**config.mk**
```make
export PLATFORM = sky130hd
export DESIGN_NAME = ump_ctrl
export DESIGN_NICKNAME = d
export VERILOG_FILES = /design/src/verilog/ump_pkg.sv /design/src/verilog/ump_ctrl.sv /design/src/verilog/ump_sync.sv
export VERILOG_INCLUDE_DIRS = /design/src /design/src/verilog
export SDC_FILE = /design/constraint.sdc
export NUM_CORES = 1
export LEC_CHECK = 0
export ABC_CLOCK_PERIOD_IN_PS = 1540
export BUFFER_PORTS_ARGS = -buffer_cell sky130_fd_sc_hd__buf_2
export CAP_MARGIN = 20
export CORE_MARGIN = 8
export CORE_UTILIZATION = 47
export DETAILED_ROUTE_END_ITERATION = 16
export PLACE_DENSITY = 0.78
export RECOVER_POWER = 100
export SKIP_LAST_GASP = 1
export SLEW_MARGIN = 20
export SYNTH_ARGS = -nofsm -noshare
export SYNTH_HDL_FRONTEND = slang
export SYNTH_SLANG_ARGS = --single-unit
```
**constraint.sdc**
```tcl
create_clock -name clk_i -period 1.54 [get_ports clk_i]
set_clock_uncertainty 0.2 [all_clocks]
set_input_delay 0.154 -clock clk_i [delete_from_list [all_inputs] [get_ports clk_i]]
set_output_delay 0.154 -clock clk_i [all_outputs]
set_load 0.005 [all_outputs]
```
**src/verilog/ump_map.svh**
```systemverilog
// ump_map.svh: bit positions, reset values and widths for the modem pin control block
// assumes inclusion by bare name from the design files
`ifndef UMP_MAP_SVH
`define UMP_MAP_SVH
`define UMP_CTL_DTR_BIT 0
`define UMP_CTL_RTS_BIT 1
`define UMP_CTL_OP2_BIT 3
`define UMP_CTL_LOOP_BIT 4
`define UMP_STAT_CTS_BIT 4
`define UMP_STAT_RI_BIT 6
`define UMP_STAT_TERI_BIT 2
`define UMP_CTL_RESET 8'h00
`define UMP_STAT_RESET 8'h00
`define UMP_LVL_W 8
`endif

```
**src/verilog/ump_pkg.sv**
```systemverilog
// ump_pkg: types for the modem pin control block
// assumes ump_map.svh is on the include path
package ump_pkg;
    typedef enum logic [1:0] {
        UMP_RUN = 2'b00,
        UMP_SLEEP = 2'b01,
        UMP_WAKE = 2'b10
    } ump_pwr_t;
    typedef struct packed {
        logic [7:0] level;
        logic [7:0] trigger;
        logic dma_mode;
    } ump_rxstat_t;
endpackage

```
**src/verilog/ump_ctrl.sv**
```systemverilog
// ump_ctrl: one channel of modem pin control, low power and receive-ready logic
// assumes the host writes modem control through modem_control_wr_i/modem_control_wdata_i on clk_i
//
// Functional notes
// - low-power input high enters sleep after passing the input synchroniser, gates clock and isolates host pins
// - sleep lasts until input released; its falling edge resets the modem control register and the ring interrupt flag
// - control bit 3 set drives interrupt output actively and user output low
// - control bit 3 clear floats interrupt output and drives user output high
// - master reset loads the reset values into registers and outputs, so osc_enable_o is high; transmit and receive disabled meanwhile
// - ring input rising to one raises a channel interrupt
// - control bit 1 set drives the send request output low
// - after any reset the send request output is high
// - loopback ignores external serial input and feeds transmit data to receiver
// - receive-ready goes low in single mode when one or more characters are held
// - receive-ready high when empty or trigger not reached in block mode
// - receive-ready serves as per-character request in single-transfer mode
// - control bit 0 set drives terminal-ready low; clear or reset returns high
// - clear-to-send input state readable in status bit 4
`timescale 1ns/10ps
`default_nettype none
`include "ump_map.svh"
module ump_ctrl
    import ump_pkg::*;
(
    input wire logic clk_i,
    input wire logic nrst_i,
    input wire logic low_power_request_in_i,
    input wire logic modem_control_wr_i,
    input wire logic [7:0] modem_control_wdata_i,
    input wire logic modem_status_rd_i,
    input wire logic ring_detect_n_i,
    input wire logic clear_to_send_n_i,
    input wire logic serial_in_i,
    input wire logic tx_data_i,
    input wire logic irq_pending_i,
    input wire ump_rxstat_t rxstat_i,
    output logic irq_out_o,
    output logic irq_out_oe_o,
    output logic user_output_n_o,
    output logic send_request_n_o,
    output logic terminal_ready_n_o,
    output logic rx_serial_o,
    output logic rx_avail_n_o,
    output logic host_isolate_o,
    output logic osc_enable_o,
    output logic [7:0] modem_status_reg_o
);
    ////////////////////////////////////////////////////////////////////////////////
    // synchronised pins
    logic lp_s;
    logic ri_s;
    logic cts_s;
    logic rx_s;
    ump_sync #(.RST_VAL(1'b0)) u_lp (.clk_i(clk_i), .nrst_i(nrst_i), .d_i(low_power_request_in_i), .q_o(lp_s));
    ump_sync #(.RST_VAL(1'b1)) u_ri (.clk_i(clk_i), .nrst_i(nrst_i), .d_i(ring_detect_n_i), .q_o(ri_s));
    ump_sync #(.RST_VAL(1'b1)) u_cts (.clk_i(clk_i), .nrst_i(nrst_i), .d_i(clear_to_send_n_i), .q_o(cts_s));
    ump_sync #(.RST_VAL(1'b1)) u_rx (.clk_i(clk_i), .nrst_i(nrst_i), .d_i(serial_in_i), .q_o(rx_s));

    function automatic logic rx_ready(input ump_rxstat_t s);
        // block mode waits for the trigger, single mode any held character
        if (s.level == 8'h00)
            rx_ready = 1'b0;
        else if (s.dma_mode)
            rx_ready = (s.level >= s.trigger);
        else
            rx_ready = 1'b1;
    endfunction

    ////////////////////////////////////////////////////////////////////////////////
    // power state and register file
    ump_pwr_t pwr_reg;
    ump_pwr_t pwr_next;
    logic [7:0] modem_control_reg;
    logic [7:0] modem_control_next;
    logic teri_reg;
    logic teri_next;
    logic ri_d_reg;
    logic ri_d_next;
    logic soft_rst;

    always_comb begin
        pwr_next = pwr_reg;
        case (pwr_reg)
            UMP_RUN: if (lp_s) pwr_next = UMP_SLEEP;
            UMP_SLEEP: if (!lp_s) pwr_next = UMP_WAKE;
            UMP_WAKE: pwr_next = UMP_RUN;
            default: pwr_next = UMP_RUN;
        endcase
    end
    assign soft_rst = (pwr_reg == UMP_WAKE);

    always_comb begin
        modem_control_next = modem_control_reg;
        teri_next = teri_reg;
        ri_d_next = ri_s;
        if (soft_rst) begin
            modem_control_next = `UMP_CTL_RESET;
            teri_next = 1'b0;
        end else begin
            if (modem_control_wr_i && pwr_reg == UMP_RUN)
                modem_control_next = modem_control_wdata_i;
            if (modem_status_rd_i)
                teri_next = 1'b0;
            if (ri_s && !ri_d_reg)
                teri_next = 1'b1; // set wins over read clear
        end
    end

    always_ff @(posedge clk_i or negedge nrst_i) begin
        if (!nrst_i) begin
            pwr_reg <= UMP_RUN;
            modem_control_reg <= `UMP_CTL_RESET;
            teri_reg <= 1'b0;
            ri_d_reg <= 1'b1;
        end else begin
            pwr_reg <= pwr_next;
            modem_control_reg <= modem_control_next;
            teri_reg <= teri_next;
            ri_d_reg <= ri_d_next;
        end
    end

    ////////////////////////////////////////////////////////////////////////////////
    // registered pin outputs
    logic irq_next;
    logic irq_oe_next;
    logic op_n_next;
    logic rts_n_next;
    logic dtr_n_next;
    logic rxs_next;
    logic rxa_n_next;
    logic iso_next;
    logic osc_next;
    logic [7:0] modem_status_next;
    logic irq_reg;
    logic irq_oe_reg;
    logic op_n_reg;
    logic rts_n_reg;
    logic dtr_n_reg;
    logic rxs_reg;
    logic rxa_n_reg;
    logic iso_reg;
    logic osc_reg;
    logic [7:0] modem_status_reg;

    always_comb begin
        irq_oe_next = modem_control_next[`UMP_CTL_OP2_BIT];
        op_n_next = ~modem_control_next[`UMP_CTL_OP2_BIT];
        irq_next = irq_pending_i | teri_next;
        rts_n_next = ~modem_control_next[`UMP_CTL_RTS_BIT];
        dtr_n_next = ~modem_control_next[`UMP_CTL_DTR_BIT];
        rxs_next = modem_control_next[`UMP_CTL_LOOP_BIT] ? tx_data_i : rx_s;
        rxa_n_next = ~rx_ready(rxstat_i);
        iso_next = (pwr_next == UMP_SLEEP);
        osc_next = (pwr_next != UMP_SLEEP);
        modem_status_next = `UMP_STAT_RESET;
        modem_status_next[`UMP_STAT_CTS_BIT] = ~cts_s;
        modem_status_next[`UMP_STAT_RI_BIT] = ~ri_s;
        modem_status_next[`UMP_STAT_TERI_BIT] = teri_next;
    end

    always_ff @(posedge clk_i or negedge nrst_i) begin
        if (!nrst_i) begin
            irq_reg <= 1'b0;
            irq_oe_reg <= 1'b0;
            op_n_reg <= 1'b1;
            rts_n_reg <= 1'b1;
            dtr_n_reg <= 1'b1;
            rxs_reg <= 1'b1;
            rxa_n_reg <= 1'b1;
            iso_reg <= 1'b0;
            osc_reg <= 1'b1;
            modem_status_reg <= `UMP_STAT_RESET;
        end else begin
            irq_reg <= irq_next;
            irq_oe_reg <= irq_oe_next;
            op_n_reg <= op_n_next;
            rts_n_reg <= rts_n_next;
            dtr_n_reg <= dtr_n_next;
            rxs_reg <= rxs_next;
            rxa_n_reg <= rxa_n_next;
            iso_reg <= iso_next;
            osc_reg <= osc_next;
            modem_status_reg <= modem_status_next;
        end
    end

    assign irq_out_o = irq_reg;
    assign irq_out_oe_o = irq_oe_reg;
    assign user_output_n_o = op_n_reg;
    assign send_request_n_o = rts_n_reg;
    assign terminal_ready_n_o = dtr_n_reg;
    assign rx_serial_o = rxs_reg;
    assign rx_avail_n_o = rxa_n_reg;
    assign host_isolate_o = iso_reg;
    assign osc_enable_o = osc_reg;
    assign modem_status_reg_o = modem_status_reg;

    ////////////////////////////////////////////////////////////////////////////////
    // assertions
    property p_op2_pair;
        @(posedge clk_i) disable iff (!nrst_i) irq_out_oe_o == ~user_output_n_o;
    endproperty
    a_op2_pair: assert property (p_op2_pair) else $error("irq enable and user output disagree");

    property p_op2_set;
        @(posedge clk_i) disable iff (!nrst_i)
            $rose(modem_control_reg[`UMP_CTL_OP2_BIT]) |-> irq_out_oe_o && !user_output_n_o;
    endproperty
    a_op2_set: assert property (p_op2_set) else $error("bit 3 set did not enable irq");

    property p_rts;
        @(posedge clk_i) disable iff (!nrst_i) send_request_n_o == ~modem_control_reg[`UMP_CTL_RTS_BIT];
    endproperty
    a_rts: assert property (p_rts) else $error("send request does not follow bit 1");

    property p_dtr;
        @(posedge clk_i) disable iff (!nrst_i) terminal_ready_n_o == ~modem_control_reg[`UMP_CTL_DTR_BIT];
    endproperty
    a_dtr: assert property (p_dtr) else $error("terminal ready does not follow bit 0");

    property p_wake_reset;
        @(posedge clk_i) disable iff (!nrst_i)
            pwr_reg == UMP_WAKE |=> modem_control_reg == `UMP_CTL_RESET && send_request_n_o;
    endproperty
    a_wake_reset: assert property (p_wake_reset) else $error("wake did not reset registers");

    property p_sleep;
        @(posedge clk_i) disable iff (!nrst_i) $rose(lp_s) |=> ##1 host_isolate_o && !osc_enable_o;
    endproperty
    a_sleep: assert property (p_sleep) else $error("low power not entered");

    property p_ring;
        @(posedge clk_i) disable iff (!nrst_i) $rose(ri_s) |=> irq_out_o && modem_status_reg_o[`UMP_STAT_TERI_BIT];
    endproperty
    a_ring: assert property (p_ring) else $error("ring edge raised no interrupt");

    property p_cts;
        @(posedge clk_i) disable iff (!nrst_i) ##1 modem_status_reg_o[`UMP_STAT_CTS_BIT] == !$past(cts_s);
    endproperty
    a_cts: assert property (p_cts) else $error("status bit 4 wrong");

    property p_empty;
        @(posedge clk_i) disable iff (!nrst_i) rxstat_i.level == 8'h00 |=> rx_avail_n_o;
    endproperty
    a_empty: assert property (p_empty) else $error("receive ready low while empty");

    property p_single;
        @(posedge clk_i) disable iff (!nrst_i) !rxstat_i.dma_mode && rxstat_i.level != 8'h00 |=> !rx_avail_n_o;
    endproperty
    a_single: assert property (p_single) else $error("single mode request missing");

    property p_loop;
        @(posedge clk_i) disable iff (!nrst_i)
            modem_control_next[`UMP_CTL_LOOP_BIT] |=> rx_serial_o == $past(tx_data_i);
    endproperty
    a_loop: assert property (p_loop) else $error("loopback not routed");

    c_sleep: cover property (@(posedge clk_i) disable iff (!nrst_i) pwr_reg == UMP_SLEEP ##[1:20] pwr_reg == UMP_WAKE);
    c_ring: cover property (@(posedge clk_i) disable iff (!nrst_i) $rose(ri_s));
    c_block: cover property (@(posedge clk_i) disable iff (!nrst_i) rxstat_i.dma_mode && $fell(rx_avail_n_o));
endmodule // ump_ctrl
`default_nettype wire

```
**src/verilog/ump_sync.sv**
```systemverilog
// ump_sync: three-stage input synchroniser with agreement filter
// assumes one clock domain, asynchronous active-low reset
`timescale 1ns/10ps
`default_nettype none
module ump_sync #(
    parameter logic RST_VAL = 1'b1
) (
    input wire logic clk_i,
    input wire logic nrst_i,
    input wire logic d_i,
    output logic q_o
);
    logic [2:0] sh_reg;
    logic [2:0] sh_next;
    logic q_reg;
    logic q_next;
    always_comb begin
        sh_next = {sh_reg[1:0], d_i};
        q_next = (sh_reg[1] == sh_reg[2]) ? sh_reg[2] : q_reg;
    end
    always_ff @(posedge clk_i or negedge nrst_i) begin
        if (!nrst_i) begin
            sh_reg <= {3{RST_VAL}};
            q_reg <= RST_VAL;
        end else begin
            sh_reg <= sh_next;
            q_reg <= q_next;
        end
    end
    assign q_o = q_reg;
endmodule // ump_sync
`default_nettype wire

```
# After elaboration in Yosys (flattened, before gate mapping)
# Index checks and enable logic that the tools add are counted.
# op_classes
mux,11
reduce_logical,5
n_lt_le_gt_ge,1
n_shift,0
n_bitwise,7
multipliers,0
add_sub_neg,0
div_mod_pow,0
n_eq_ne,8
# op_table
cell,n
$mux W5,2
$ge A8 B8 Y1,1
$logic_not A8 Y1,1
$mux W1,6
$not A1 Y1,6
$eq A1 B1 Y1,4
$eq A2 B1 Y1 const B,2
$mux W2,2
$pmux W2 S2,1
$eq A2 B2 Y1 const B,1
$logic_and A1 B1 Y1,2
$logic_not A2 Y1,1
$ne A2 B1 Y1 const B,1
$logic_not A1 Y1,1
$or A1 B1 Y1,1
# word_totals
reg_bits,36
wordCells,54
in_bits,35
out_inout_bits,17
latch_bits,0
memories,0
mem_bits_rw,0
romBits,0

# Depth between registers and ports, before layout
# Gate-level depths: netlist of the first run.
# depth
depth_word,5
depth_mapped,6

# Hierarchy
# A second synthesis of the first run with hierarchy kept.
# unflattened
hier_cells,108
hier_area_um2,1395.1
# by_module_without_submodules
module,area_per_inst_um2,cells_each,n_inst
ump_ctrl,934.6,88,1
ump_sync at u_cts ...,116.4,5,3
ump_sync at u_lp,111.4,5,1

# Worst setup path after synthesis of the first run
# OpenSTA, ideal clock, no wires.
# synth_path
path_type,input-to-reg
from,input port rxstat_i[9] (netlist bit)
to,register rxa_n_reg (netlist: rx_avail_n_o)
required_ps,1278
setup_slack_ps,143
stages,6
arrival_time_ps,1136
cell_sequence,inv_1 ha_1 nand2b_1 a2111oi_0 o311ai_0 nand2_1
# synth_via
elab_chain_len,4
word_cells_on_any_way,5
# synth_lines
item,line_no,rtl
"start, declared",ump_ctrl.sv:36,"input wire ump_rxstat_t rxstat_i,"
$ge A8 B8 Y1,ump_ctrl.sv:64,rx_ready = (s.level >= s.trigger);
$mux W1,ump_ctrl.sv:63,else if (s.dma_mode)
$mux W1 *,ump_ctrl.sv:61,if (s.level == 8'h00)
$not A1 Y1 *,ump_ctrl.sv:153,rxa_n_next = ~rx_ready(rxstat_i);
named net rxa_n_next,ump_ctrl.sv:131,logic rxa_n_next;
"end signal, assigned",ump_ctrl.sv:181,rxa_n_reg <= rxa_n_next;
"end, declared",ump_ctrl.sv:141,logic rxa_n_reg;
# Mark *: on every way through the listed nets, which the timed path passes. The rest lies on a longest branch.
# A chain may end at the register's enable or synchronous reset.

# Worst setup path after layout of the first run
# layout_path
from,input port modem_control_wr_i
to,register rxs_reg (netlist: rx_serial_o)
# layout_via
elab_chain_len,4
# layout_lines
item,line_no,rtl
"start, declared",ump_ctrl.sv:28,"input wire logic modem_control_wr_i,"
$logic_and A1 B1 Y1,ump_ctrl.sv:100,if (modem_control_wr_i && pwr_reg == UMP_RUN)
$mux W5,ump_ctrl.sv:100,
$mux W5,ump_ctrl.sv:96,if (soft_rst) begin
named net modem_control_next[4],ump_ctrl.sv:74,logic [7:0] modem_control_next;
$mux W1,ump_ctrl.sv:152,rxs_next = modem_control_next[`UMP_CTL_LOOP_BIT] ? tx_data_i : rx_s;
named net rxs_next,ump_ctrl.sv:130,logic rxs_next;
"end signal, assigned",ump_ctrl.sv:180,rxs_reg <= rxs_next;
"end, declared",ump_ctrl.sv:140,logic rxs_reg;
# The timed path passes the listed nets, and every way through them passes these cells. The select of a mux whose other input is x is not followed.

==> flow_metrics.py, run 1 <==
metrics = {
    "yosys": {
        "async_reset_ff_share_pct": 100,
        "synth.most_common_cell": "dfstp_2",
        "yosys_warnings": 0,
        "synth.avg_cell_area_um2": 12.9,
        "synth.ff_latch_count": 34,
        "yosysSeqAreaShare_pct": 64.1,
        "synth_area_leaders": "dfstp_2 (37%), dfrtp_1 (28%), ha_1 (7.3%), inv_1 (5.0%), buf_4 (3.3%)",
        "synthesis.instances": 106,
        "synth_edf_count": 0,
        "syn_area_um2": 1360,
        "synth_top_area_share_pct": 36.6,
        "synth_ff_type": "dfstp_2",
        "synthTopCellsByCount": "dfstp_2 (19), inv_1 (18), dfrtp_1 (15)",
        "synthDistinctLibCells": 30,
        "yosysTopAreaCell": "dfstp_2",
    },
    "run_status": {
        "status": "finished clean",
    },
    "clock_tree": {
        "cts_root_buffer": "clkbuf_4",
        "postCtsSetupRepairBufs": 0,
        "path_clk_slew_ps": 100,
        "cts_sinks": 34,
        "cts_tree": "built",
        "insertion_delay_ps": 330,
        "ctsHoldBuffers": 13,
        "clockBufferDepth": 2,
        "htreeDepth": 2,
        "cts_buffers": 5,
        "cts_resized": 0,
    },
    "route": {
        "vias": 942,
        "wl_per_cell_um": 12.6,
        "drt-total-wl_mm": 2.50,
        "drt_iter0_drc": 96,
        "viasPerCell": 4.76,
        "drtPass1Iterations": 4,
        "drcViolationCount": 0,
        "ant_nets": 0,
    },
    "finish": {
        "area_delta_synth_final_pct": 29.8,
        "drive_above_1_share_pct": 32.9,
        "finalNonFillerCells": 198,
        "antennaDiodeCount": 0,
        "fillCellCount": 222,
        "nets": 209,
        "largest_reg_flops": 4,
    },
    "global_route": {
        "grt_pass1_vias": 1060,
        "gr-total-overflow": 0,
        "antenna_found_initial": 0,
        "grt_use_total_pct": 11.0,
        "grt_pass1_wl_mm": 4.32,
        "grt_max_degree": 35,
    },
    "worst_setup_path": {
        "r2r_cells": 4,
        "cp_cell_sequence": "dlygate4sd3_1 > buf_2 > nor2b_4 > a21oi_2 > o21ai_2 > mux2_1",
        "cp-start-kind": "input pin",
        "critPathSlowestCell": "dlygate4sd3_1",
        "critPathRequiredTime_ps": 1600,
        "end_kind": "flop",
        "r2r-end": "rx_serial_o",
        "worstPathArrival_ps": 1550,
        "setup.worst_path.class": "in2reg",
        "crit_family": "buffers and inverters",
        "timing.rr.start": "pwr_reg[0]",
        "r2r_slack_ps": 80,
        "slowest_delay_ps": 510,
        "critPathBufInv": 2,
        "cp_max_fo": 6,
    },
    "sta": {
        "hold_viol": 0,
        "tightest_slew_ps": 773,
        "max_freq_mhz": 670,
        "min_period_ps": 1490,
        "setup_viol": 0,
        "max_slew_margin_pct": 48.5,
        "rsz0062_at_grt": "no",
        "setup_ws_ps": 48.2,
        "finalCritPeriodShare_pct": 96.9,
        "maxSlewViolCount": 0,
    },
    "die": {
        "rows": 19,
        "core_um2": 2760,
        "die_area_um2": 4880,
        "top_level_ports": 52,
        "fp.dieW_um": 69.9,
        "start_util_pct": 49.5,
        "dieHeight_um": 69.9,
    },
    "placement": {
        "dp.cells": 177,
        "portBuffers": 42,
        "dpl.hpwl_mm": 1.84,
        "dp_slack_ps": -97.9,
        "place.gp.congestion": 0.713,
    },
    "worst_hold_path": {
        "hold_path_depth": 4,
        "whs_endpoint": "rx_avail_n_o",
        "hp-class": "in2reg",
        "min_from": "rxstat_i[16]",
    },
    "flow_run": {
        "maxCapViolCount": 0,
    },
    "power_and_ir_drop": {
        "p_leak_nw": 0.863,
        "power_density_nw_per_um2": 1140,
        "peakVddDrop_mv": 0.914,
    },
}
[area by class of cell]
class	instances	area, um2	area share (%)
clock buffer	7	45.0	2.54
clock inverter	1	30.0	1.70
inverter	18	67.6	3.82
multi-input combinational	52	388	21.9
sequential	34	875	49.4
tap	31	38.8	2.19
timing repair buffer	55	327	18.4
[cells in the final DEF, fill, tap and decap left out, types with 5 or more instances in the layout]
master,count
buf_2,30
clkbuf_1,13
clkbuf_4,5
conb_1,5
dfrtp_1,15
dfstp_1,5
dfstp_2,14
dlygate4sd3_1,13
ha_1,8
inv_1,18
nand2_1,5
[stage by stage]
stage	setup TNS (ps)	cell area, um2	utilization (%)	hold slack (ps)	total power [mW]
after CTS	0	1790	64.8	7.29	2.07
after global placement	-23.5	1580	57.4	27.4	1.40
after detailed placement	-97.9	1580	57.4	37.0	1.42
final	0	1770	64.2	26.2	2.02
after global routing	0	1770	64.2	34.9	2.14
after floorplan	0	1380	-	-342	1.28
[per-layer routing]
layer	wire length (um)	vias to the layer above	GRT usage (%)	part of all wire [%]
met4	53	0	6.70	2.1
met1	1040	440	10.3	42
met3	233	4	6.07	9.3
met2	1170	43	18.5	47
li1	-	455	-	-
met5	0	-	0	0
[how the worst max path moves through the flow]
stage                  startpoint            to  slack [ps]  cells after the start
6_report       modem_control_wr_i   rx_serial_o          50                      6
5_1_grt        modem_control_wr_i   rx_serial_o          10                      6
4_1_cts        modem_control_wr_i   rx_serial_o          80                      6
3_5_place_dp          rxstat_i[9]  rx_avail_n_o        -100                      7
3_3_place_gp          rxstat_i[9]  rx_avail_n_o         -20                      7
2_1_floorplan         rxstat_i[9]  rx_avail_n_o         140                      6
[power breakdown]
group          switching, mW  internal (mW)  total, mW  leakage (nW)
Combinational          0.146          0.154      0.299         0.447
Sequential            0.0586           1.04       1.10         0.377
Clock                  0.272          0.344      0.616        0.0395
[tightest hold or removal path, cell delays in order]
cell and delay (ps):
buf_2 90, nor4_1 40, a22oi_1 170, nand2_1 80
[cell families after synthesis]
| kind of cell | after synthesis | synth area share (%) |
|---|---|---|
| other | 1 | 0.275 |
| AND/OR/NAND/NOR | 20 | 8.62 |
| buffers and inverters | 24 | 8.26 |
| multiplexers | 1 | 1.10 |
| adder cells (fa/ha/maj) | 12 | 10.3 |
| AO/OA/AOI/OAI | 14 | 7.34 |
| flip-flops | 34 | 64.1 |
No activity file was read; power rests on OpenSTA's default activity.
==> inputs of run 2 (changes only) <==
- ABC_CLOCK_PERIOD_IN_PS: 1540 -> 1200
- CORE_UTILIZATION: 47 -> 43
- PLACE_DENSITY: 0.78 -> 0.75
- clock period: 1.54 -> 1.2 ns (I/O delays scaled with it)
==> run 2 against run 1 <==
  * Largest cell class unchanged
  * Wire length increased by 8.8%
  * Global-route usage increased by 0.062 points
  * Combinational power increased by 79%
  * Clock power increased by 3%
  * Critical endpoint unchanged
  * The flow now finishes with violations (negative hold slack, negative setup slack)
==> flow_metrics.py, run 2 (same netlist as run 1, synthesis figures left out) <==
metrics = {
    "finish": {
        "final_cell_mix": "buf_2 (35), inv_1 (17), dfstp_2 (17), dfrtp_1 (15), dlygate4sd3_1 (14)",
        "largest_reg_flops": 4,
        "antennaDiodeCount": 0,
        "fillCellCount": 234,
        "multiInputGateArea_um2": 404,
        "drive_above_1_share_pct": 46.4,
        "layout_commonest_cell": "buf_2",
        "regArea_um2": 875,
        "nets": 221,
        "area_delta_synth_final_pct": 41.0,
    },
    "power_and_ir_drop": {
        "p_leak_nw": 0.963,
        "power_density_nw_per_um2": 1350,
        "peakVddDrop_mv": 0.455,
    },
    "die": {
        "start_util_pct": 45.0,
        "rows": 20,
        "dieHeight_um": 72.3,
        "core_um2": 3030,
        "die_area_um2": 5230,
        "top_level_ports": 52,
        "fp.dieW_um": 72.3,
    },
    "worst_setup_path": {
        "critPathRequiredTime_ps": 1270,
        "slowest_delay_ps": 420,
        "critPathBufInv": 0,
        "worstPathArrival_ps": 1410,
        "crit_family": "flip-flops",
        "cp_cell_sequence": "nor2b_4 > a21oi_2 > o21ai_2 > mux2_4",
        "end_kind": "flop",
        "cp_max_fo": 2,
        "cp-startpoint": "pwr_reg[0]",
        "setup.worst_path.class": "reg2reg",
        "timing.rr.start": "pwr_reg[0]",
        "critPathSlowestCell": "dfrtp_1",
        "cp-start-kind": "flop",
    },
    "route": {
        "viasPerCell": 4.39,
        "vias": 979,
        "drt_iter0_drc": 34,
        "drt-total-wl_mm": 2.72,
        "wl_per_cell_um": 12.2,
        "drtPass1Iterations": 4,
        "ant_nets": 0,
        "drcViolationCount": 0,
    },
    "sta": {
        "finalCritPeriodShare_pct": 111,
        "setup_ws_ps": -138,
        "rsz0062_at_grt": "yes",
        "min_period_ps": 1340,
        "max_freq_mhz": 747,
        "hold_viol": 2,
        "whs_ps": -86.9,
        "maxSlewViolCount": 0,
        "setup_viol": 11,
    },
    "worst_hold_path": {
        "min_from": "modem_control_wdata_i[4]",
        "hp-class": "in2reg",
    },
    "run_status": {
        "status": "finished with violations",
        "violations": "negative hold slack, negative setup slack",
    },
    "clock_tree": {
        "path_clk_slew_ps": 100,
        "htreeDepth": 2,
        "clockBufferDepth": 2,
        "cts_tree": "built",
        "cts_buffers": 5,
        "cts_sinks": 34,
        "insertion_delay_ps": 330,
        "cts_root_buffer": "clkbuf_4",
    },
    "placement": {
        "place.gp.congestion": 0.840,
        "dpl.hpwl_mm": 1.96,
        "dp_slack_ps": -310,
        "portBuffers": 42,
    },
    "flow_run": {
        "maxCapViolCount": 0,
    },
    "global_route": {
        "grt_use_total_pct": 11.1,
        "grt_pass1_vias": 1075,
        "gr-total-overflow": 0,
        "grt_max_degree": 35,
        "grt_pass1_wl_mm": 4.53,
        "antenna_found_initial": 0,
    },
}
==> run 2: changes by cell type in the layout (fill, tap and decap cells not counted), sizes merged <==
| cell | change |
|---|---|
| buf | +19 |
| clkinv | +1 |
| dlygate4sd3 | +1 |
| clkbuf | -8 |
| bufinv | -1 |
==> run 2: per-stage QoR <==
stage / TNS, ps / power, mW / instances / util (%) / instance area, um2
detailed placement: -739 / 1.88 / 199 / 55.9 / 1690
CTS: -1030 / 2.56 / 221 / 62.4 / 1890
global route: -1630 / 2.74 / 223 / 63.5 / 1920
floorplan: -297 / 1.66 / 110 / - / 1390
global placement: -559 / 1.86 / 199 / 55.9 / 1690
finish: -784 / 2.59 / 223 / 63.5 / 1920
==> run 2: what timing repair did <==
action	4_1_cts	5_1_grt
resized for setup	1	5
buffers inserted	1	1
endpoints found under the setup margin	10	18
hold buffers	13	1
endpoints found under the hold margin	49	2
gates cloned	0	0
pin swaps	3	3
==> run 2: path summary, 6_finish.rpt <==
check,slack (ps),end,cells after the start
worst min register to register,160,u_ri.sh_reg[1],0
worst max register to register,-140,rx_serial_o,4
worst min-delay path,-90,modem_control_reg[4],3
min in group asynchronous,180,pwr_reg[0],3
max in group asynchronous,270,u_rx.sh_reg[0],3
worst max-delay path,-140,rx_serial_o,4
==> run 2: final cells by class <==
type	count	share of cell area [%]
Clock buffer	7	2.86
Inverter	18	3.51
Multi-Input combinational cell	52	21.0
Timing Repair Buffer	67	24.0
Tap cell	44	2.86
Sequential cell	34	45.5
Clock inverter	1	0.260
==> run 2: report_power, final <==
| group | switching, mW | internal (mW) |
|---|---|---|
| combinational | 0.216 | 0.319 |
| sequential | 0.0732 | 1.34 |
| clock | 0.351 | 0.284 |
| total | 0.640 | 1.95 |
==> run 2: worst reg2reg max path, delay by kind of cell (launching register included) <==
| family | cells | cell delay [ps] |
|---|---|---|
| mux | 1 | 310 |
| flops | 1 | 420 |
| compound gates | 2 | 220 |
| simple gates | 1 | 130 |
==> run 2: routing by layer <==
metal | share of wire (%) | global-route usage (%) | vias to the layer above | wire, um
met4 | 2.3 | 6.12 | 0 | 63
met2 | 46 | 16.8 | 47 | 1240
met5 | 0 | 0 | - | 0
met3 | 8.4 | 5.23 | 5 | 228
met1 | 43 | 12.6 | 447 | 1180
li1 | - | - | 480 | -
==> inputs of run 3 (changes only) <==
- CTS_BUF_LIST: unset -> sky130_fd_sc_hd__clkbuf_16
==> run 3 against run 2 <==
  * The flow still finishes with violations (negative hold slack, negative setup slack)
  * Power up 21%
  * Critical path type unchanged
  * Sequential power is essentially flat
  * Largest cell class unchanged
  * Critical path depth is the same
  * Wire length is 0.52% lower
==> flow_metrics.py, run 3 (same netlist as run 1, synthesis figures left out) <==
metrics = {
    "run_status": {
        "status": "finished with violations",
        "violations": "negative hold slack, negative setup slack",
    },
    "placement": {
        "portBuffers": 42,
        "dpl.hpwl_mm": 1.96,
        "dpl-instance-area_um2": 1690,
        "place.gp.congestion": 0.840,
        "dp_slack_ps": -310,
    },
    "die": {
        "die_area_um2": 5230,
        "rows": 20,
        "dieHeight_um": 72.3,
        "fp.dieW_um": 72.3,
        "top_level_ports": 52,
        "start_util_pct": 45.0,
        "core_um2": 3030,
    },
    "worst_setup_path": {
        "end_kind": "flop",
        "cp_max_fo": 2,
        "cp-startpoint": "pwr_reg[0]",
        "worstPathArrival_ps": 1330,
        "setup.worst_path.class": "reg2reg",
        "timing.rr.start": "pwr_reg[0]",
        "critPathRequiredTime_ps": 1200,
        "cp-start-kind": "flop",
    },
    "clock_tree": {
        "cts_tree": "built",
        "clockBufferDepth": 2,
        "htreeDepth": 2,
        "path_clk_slew_ps": 50,
        "cts_root_buffer": "clkbuf_16",
        "cts_sinks": 34,
        "insertion_delay_ps": 270,
        "cts_buffers": 5,
    },
    "finish": {
        "drive_above_1_share_pct": 49.1,
        "nets": 217,
        "area_delta_synth_final_pct": 46.1,
        "final_cell_mix": "buf_2 (36), inv_1 (18), dfstp_2 (17), dfrtp_1 (15), dlygate4sd3_1 (10)",
        "largest_reg_flops": 4,
        "antennaDiodeCount": 0,
        "fin_area_um2": 1990,
        "layout_commonest_cell": "buf_2",
    },
    "global_route": {
        "use_met2_pct": 16.3,
        "gr-total-overflow": 0,
        "grtUsageMet3_pct": 3.99,
        "busiest_layer": "met2",
        "use_met1_pct": 12.5,
        "grt_pass1_vias": 1055,
        "grt_use_total_pct": 10.9,
        "grt_pass1_wl_mm": 4.46,
        "grt_max_degree": 35,
        "antenna_found_initial": 0,
    },
    "sta": {
        "maxSlewViolCount": 0,
        "finalCritPeriodShare_pct": 111,
        "min_period_ps": 1330,
        "setup_ws_ps": -132,
        "hold_viol": 3,
        "max_freq_mhz": 751,
        "whs_ps": -23.8,
        "setup_viol": 12,
        "rsz0062_at_grt": "yes",
        "finalSetupTns_ps": -552,
    },
    "power_and_ir_drop": {
        "peakVddDrop_mv": 0.883,
        "p_leak_nw": 0.994,
        "power_density_nw_per_um2": 1570,
    },
    "worst_hold_path": {
        "hp-class": "in2reg",
        "min_from": "modem_control_wdata_i[4]",
    },
    "route": {
        "ant_nets": 0,
        "drcViolationCount": 0,
        "drt-total-wl_mm": 2.70,
        "viasPerCell": 4.44,
        "drtPass1Iterations": 3,
        "drt_iter0_drc": 34,
        "vias": 972,
        "wl_per_cell_um": 12.3,
    },
    "flow_run": {
        "maxCapViolCount": 0,
    },
}
[run 3: cell types whose count changed in the layout (fill, tap and decap cells not counted), sizes merged]
cell	delta
dlygate4sd3	-4
clkbuf	-3
buf	+1
clkinv	+1
inv	+1
[run 3: final timing paths]
path	slack, ps	endpoint	cells after the start
max in group asynchronous	200	u_rx.sh_reg[2]	3
min in group asynchronous	250	modem_status_reg_o[6]	3
setup / recovery	-130	rx_serial_o	4
hold / removal	-20	modem_control_reg[4]	3
setup reg to reg	-130	rx_serial_o	4
hold reg to reg	150	u_lp.sh_reg[1]	0
[run 3: report_power, final]
part / switching (mW) / leakage, nW / total, mW / internal [mW]
sequential: 0.0714 / 0.379 / 1.42 / 1.35
combinational: 0.223 / 0.543 / 0.544 / 0.321
clock: 0.417 / 0.0724 / 1.16 / 0.747
[run 3: layer usage]
| layer | part of all wire [%] | vias up |
|---|---|---|
| met5 | 0 | - |
| met4 | 2.9 | 0 |
| met3 | 7.4 | 5 |
| met2 | 46 | 45 |
| met1 | 44 | 452 |
| li1 | - | 470 |
[run 3: final cells by class]
cell class / instances / area, um2
Multi-Input combinational cell: 52 / 432
Clock inverter: 3 / 12.5
Timing Repair Buffer: 63 / 427
Fill cell: 225 / 1030
Clock buffer: 5 / 125
Sequential cell: 34 / 875
Tap cell: 44 / 55.1
Inverter: 18 / 67.6
[run 3: what timing repair did]
| item | CTS | global route |
|---|---|---|
| endpoints found under the setup margin | 11 | 16 |
| endpoints found under the hold margin | 46 | 0 |
| setup buffers | 1 | 1 |
| hold buffers | 10 | 0 |
| gates resized for setup | 1 | 10 |
| pin swaps | 4 | 9 |
[run 3: metrics by stage]
stage	power (mW)	utilization [%]	std cells
after global placement	1.86	55.9	199
after floorplan	1.66	-	110
after global routing	3.29	65.8	219
after CTS	3.10	64.0	218
final	3.13	65.8	219
after detailed placement	1.88	55.9	199
[run 3: critical path: stages, from the launching register on]
cell and delay [ps]:
dfrtp_1 400, nor2b_4 130, a21oi_2 60, o21ai_2 150
mux2_4 310
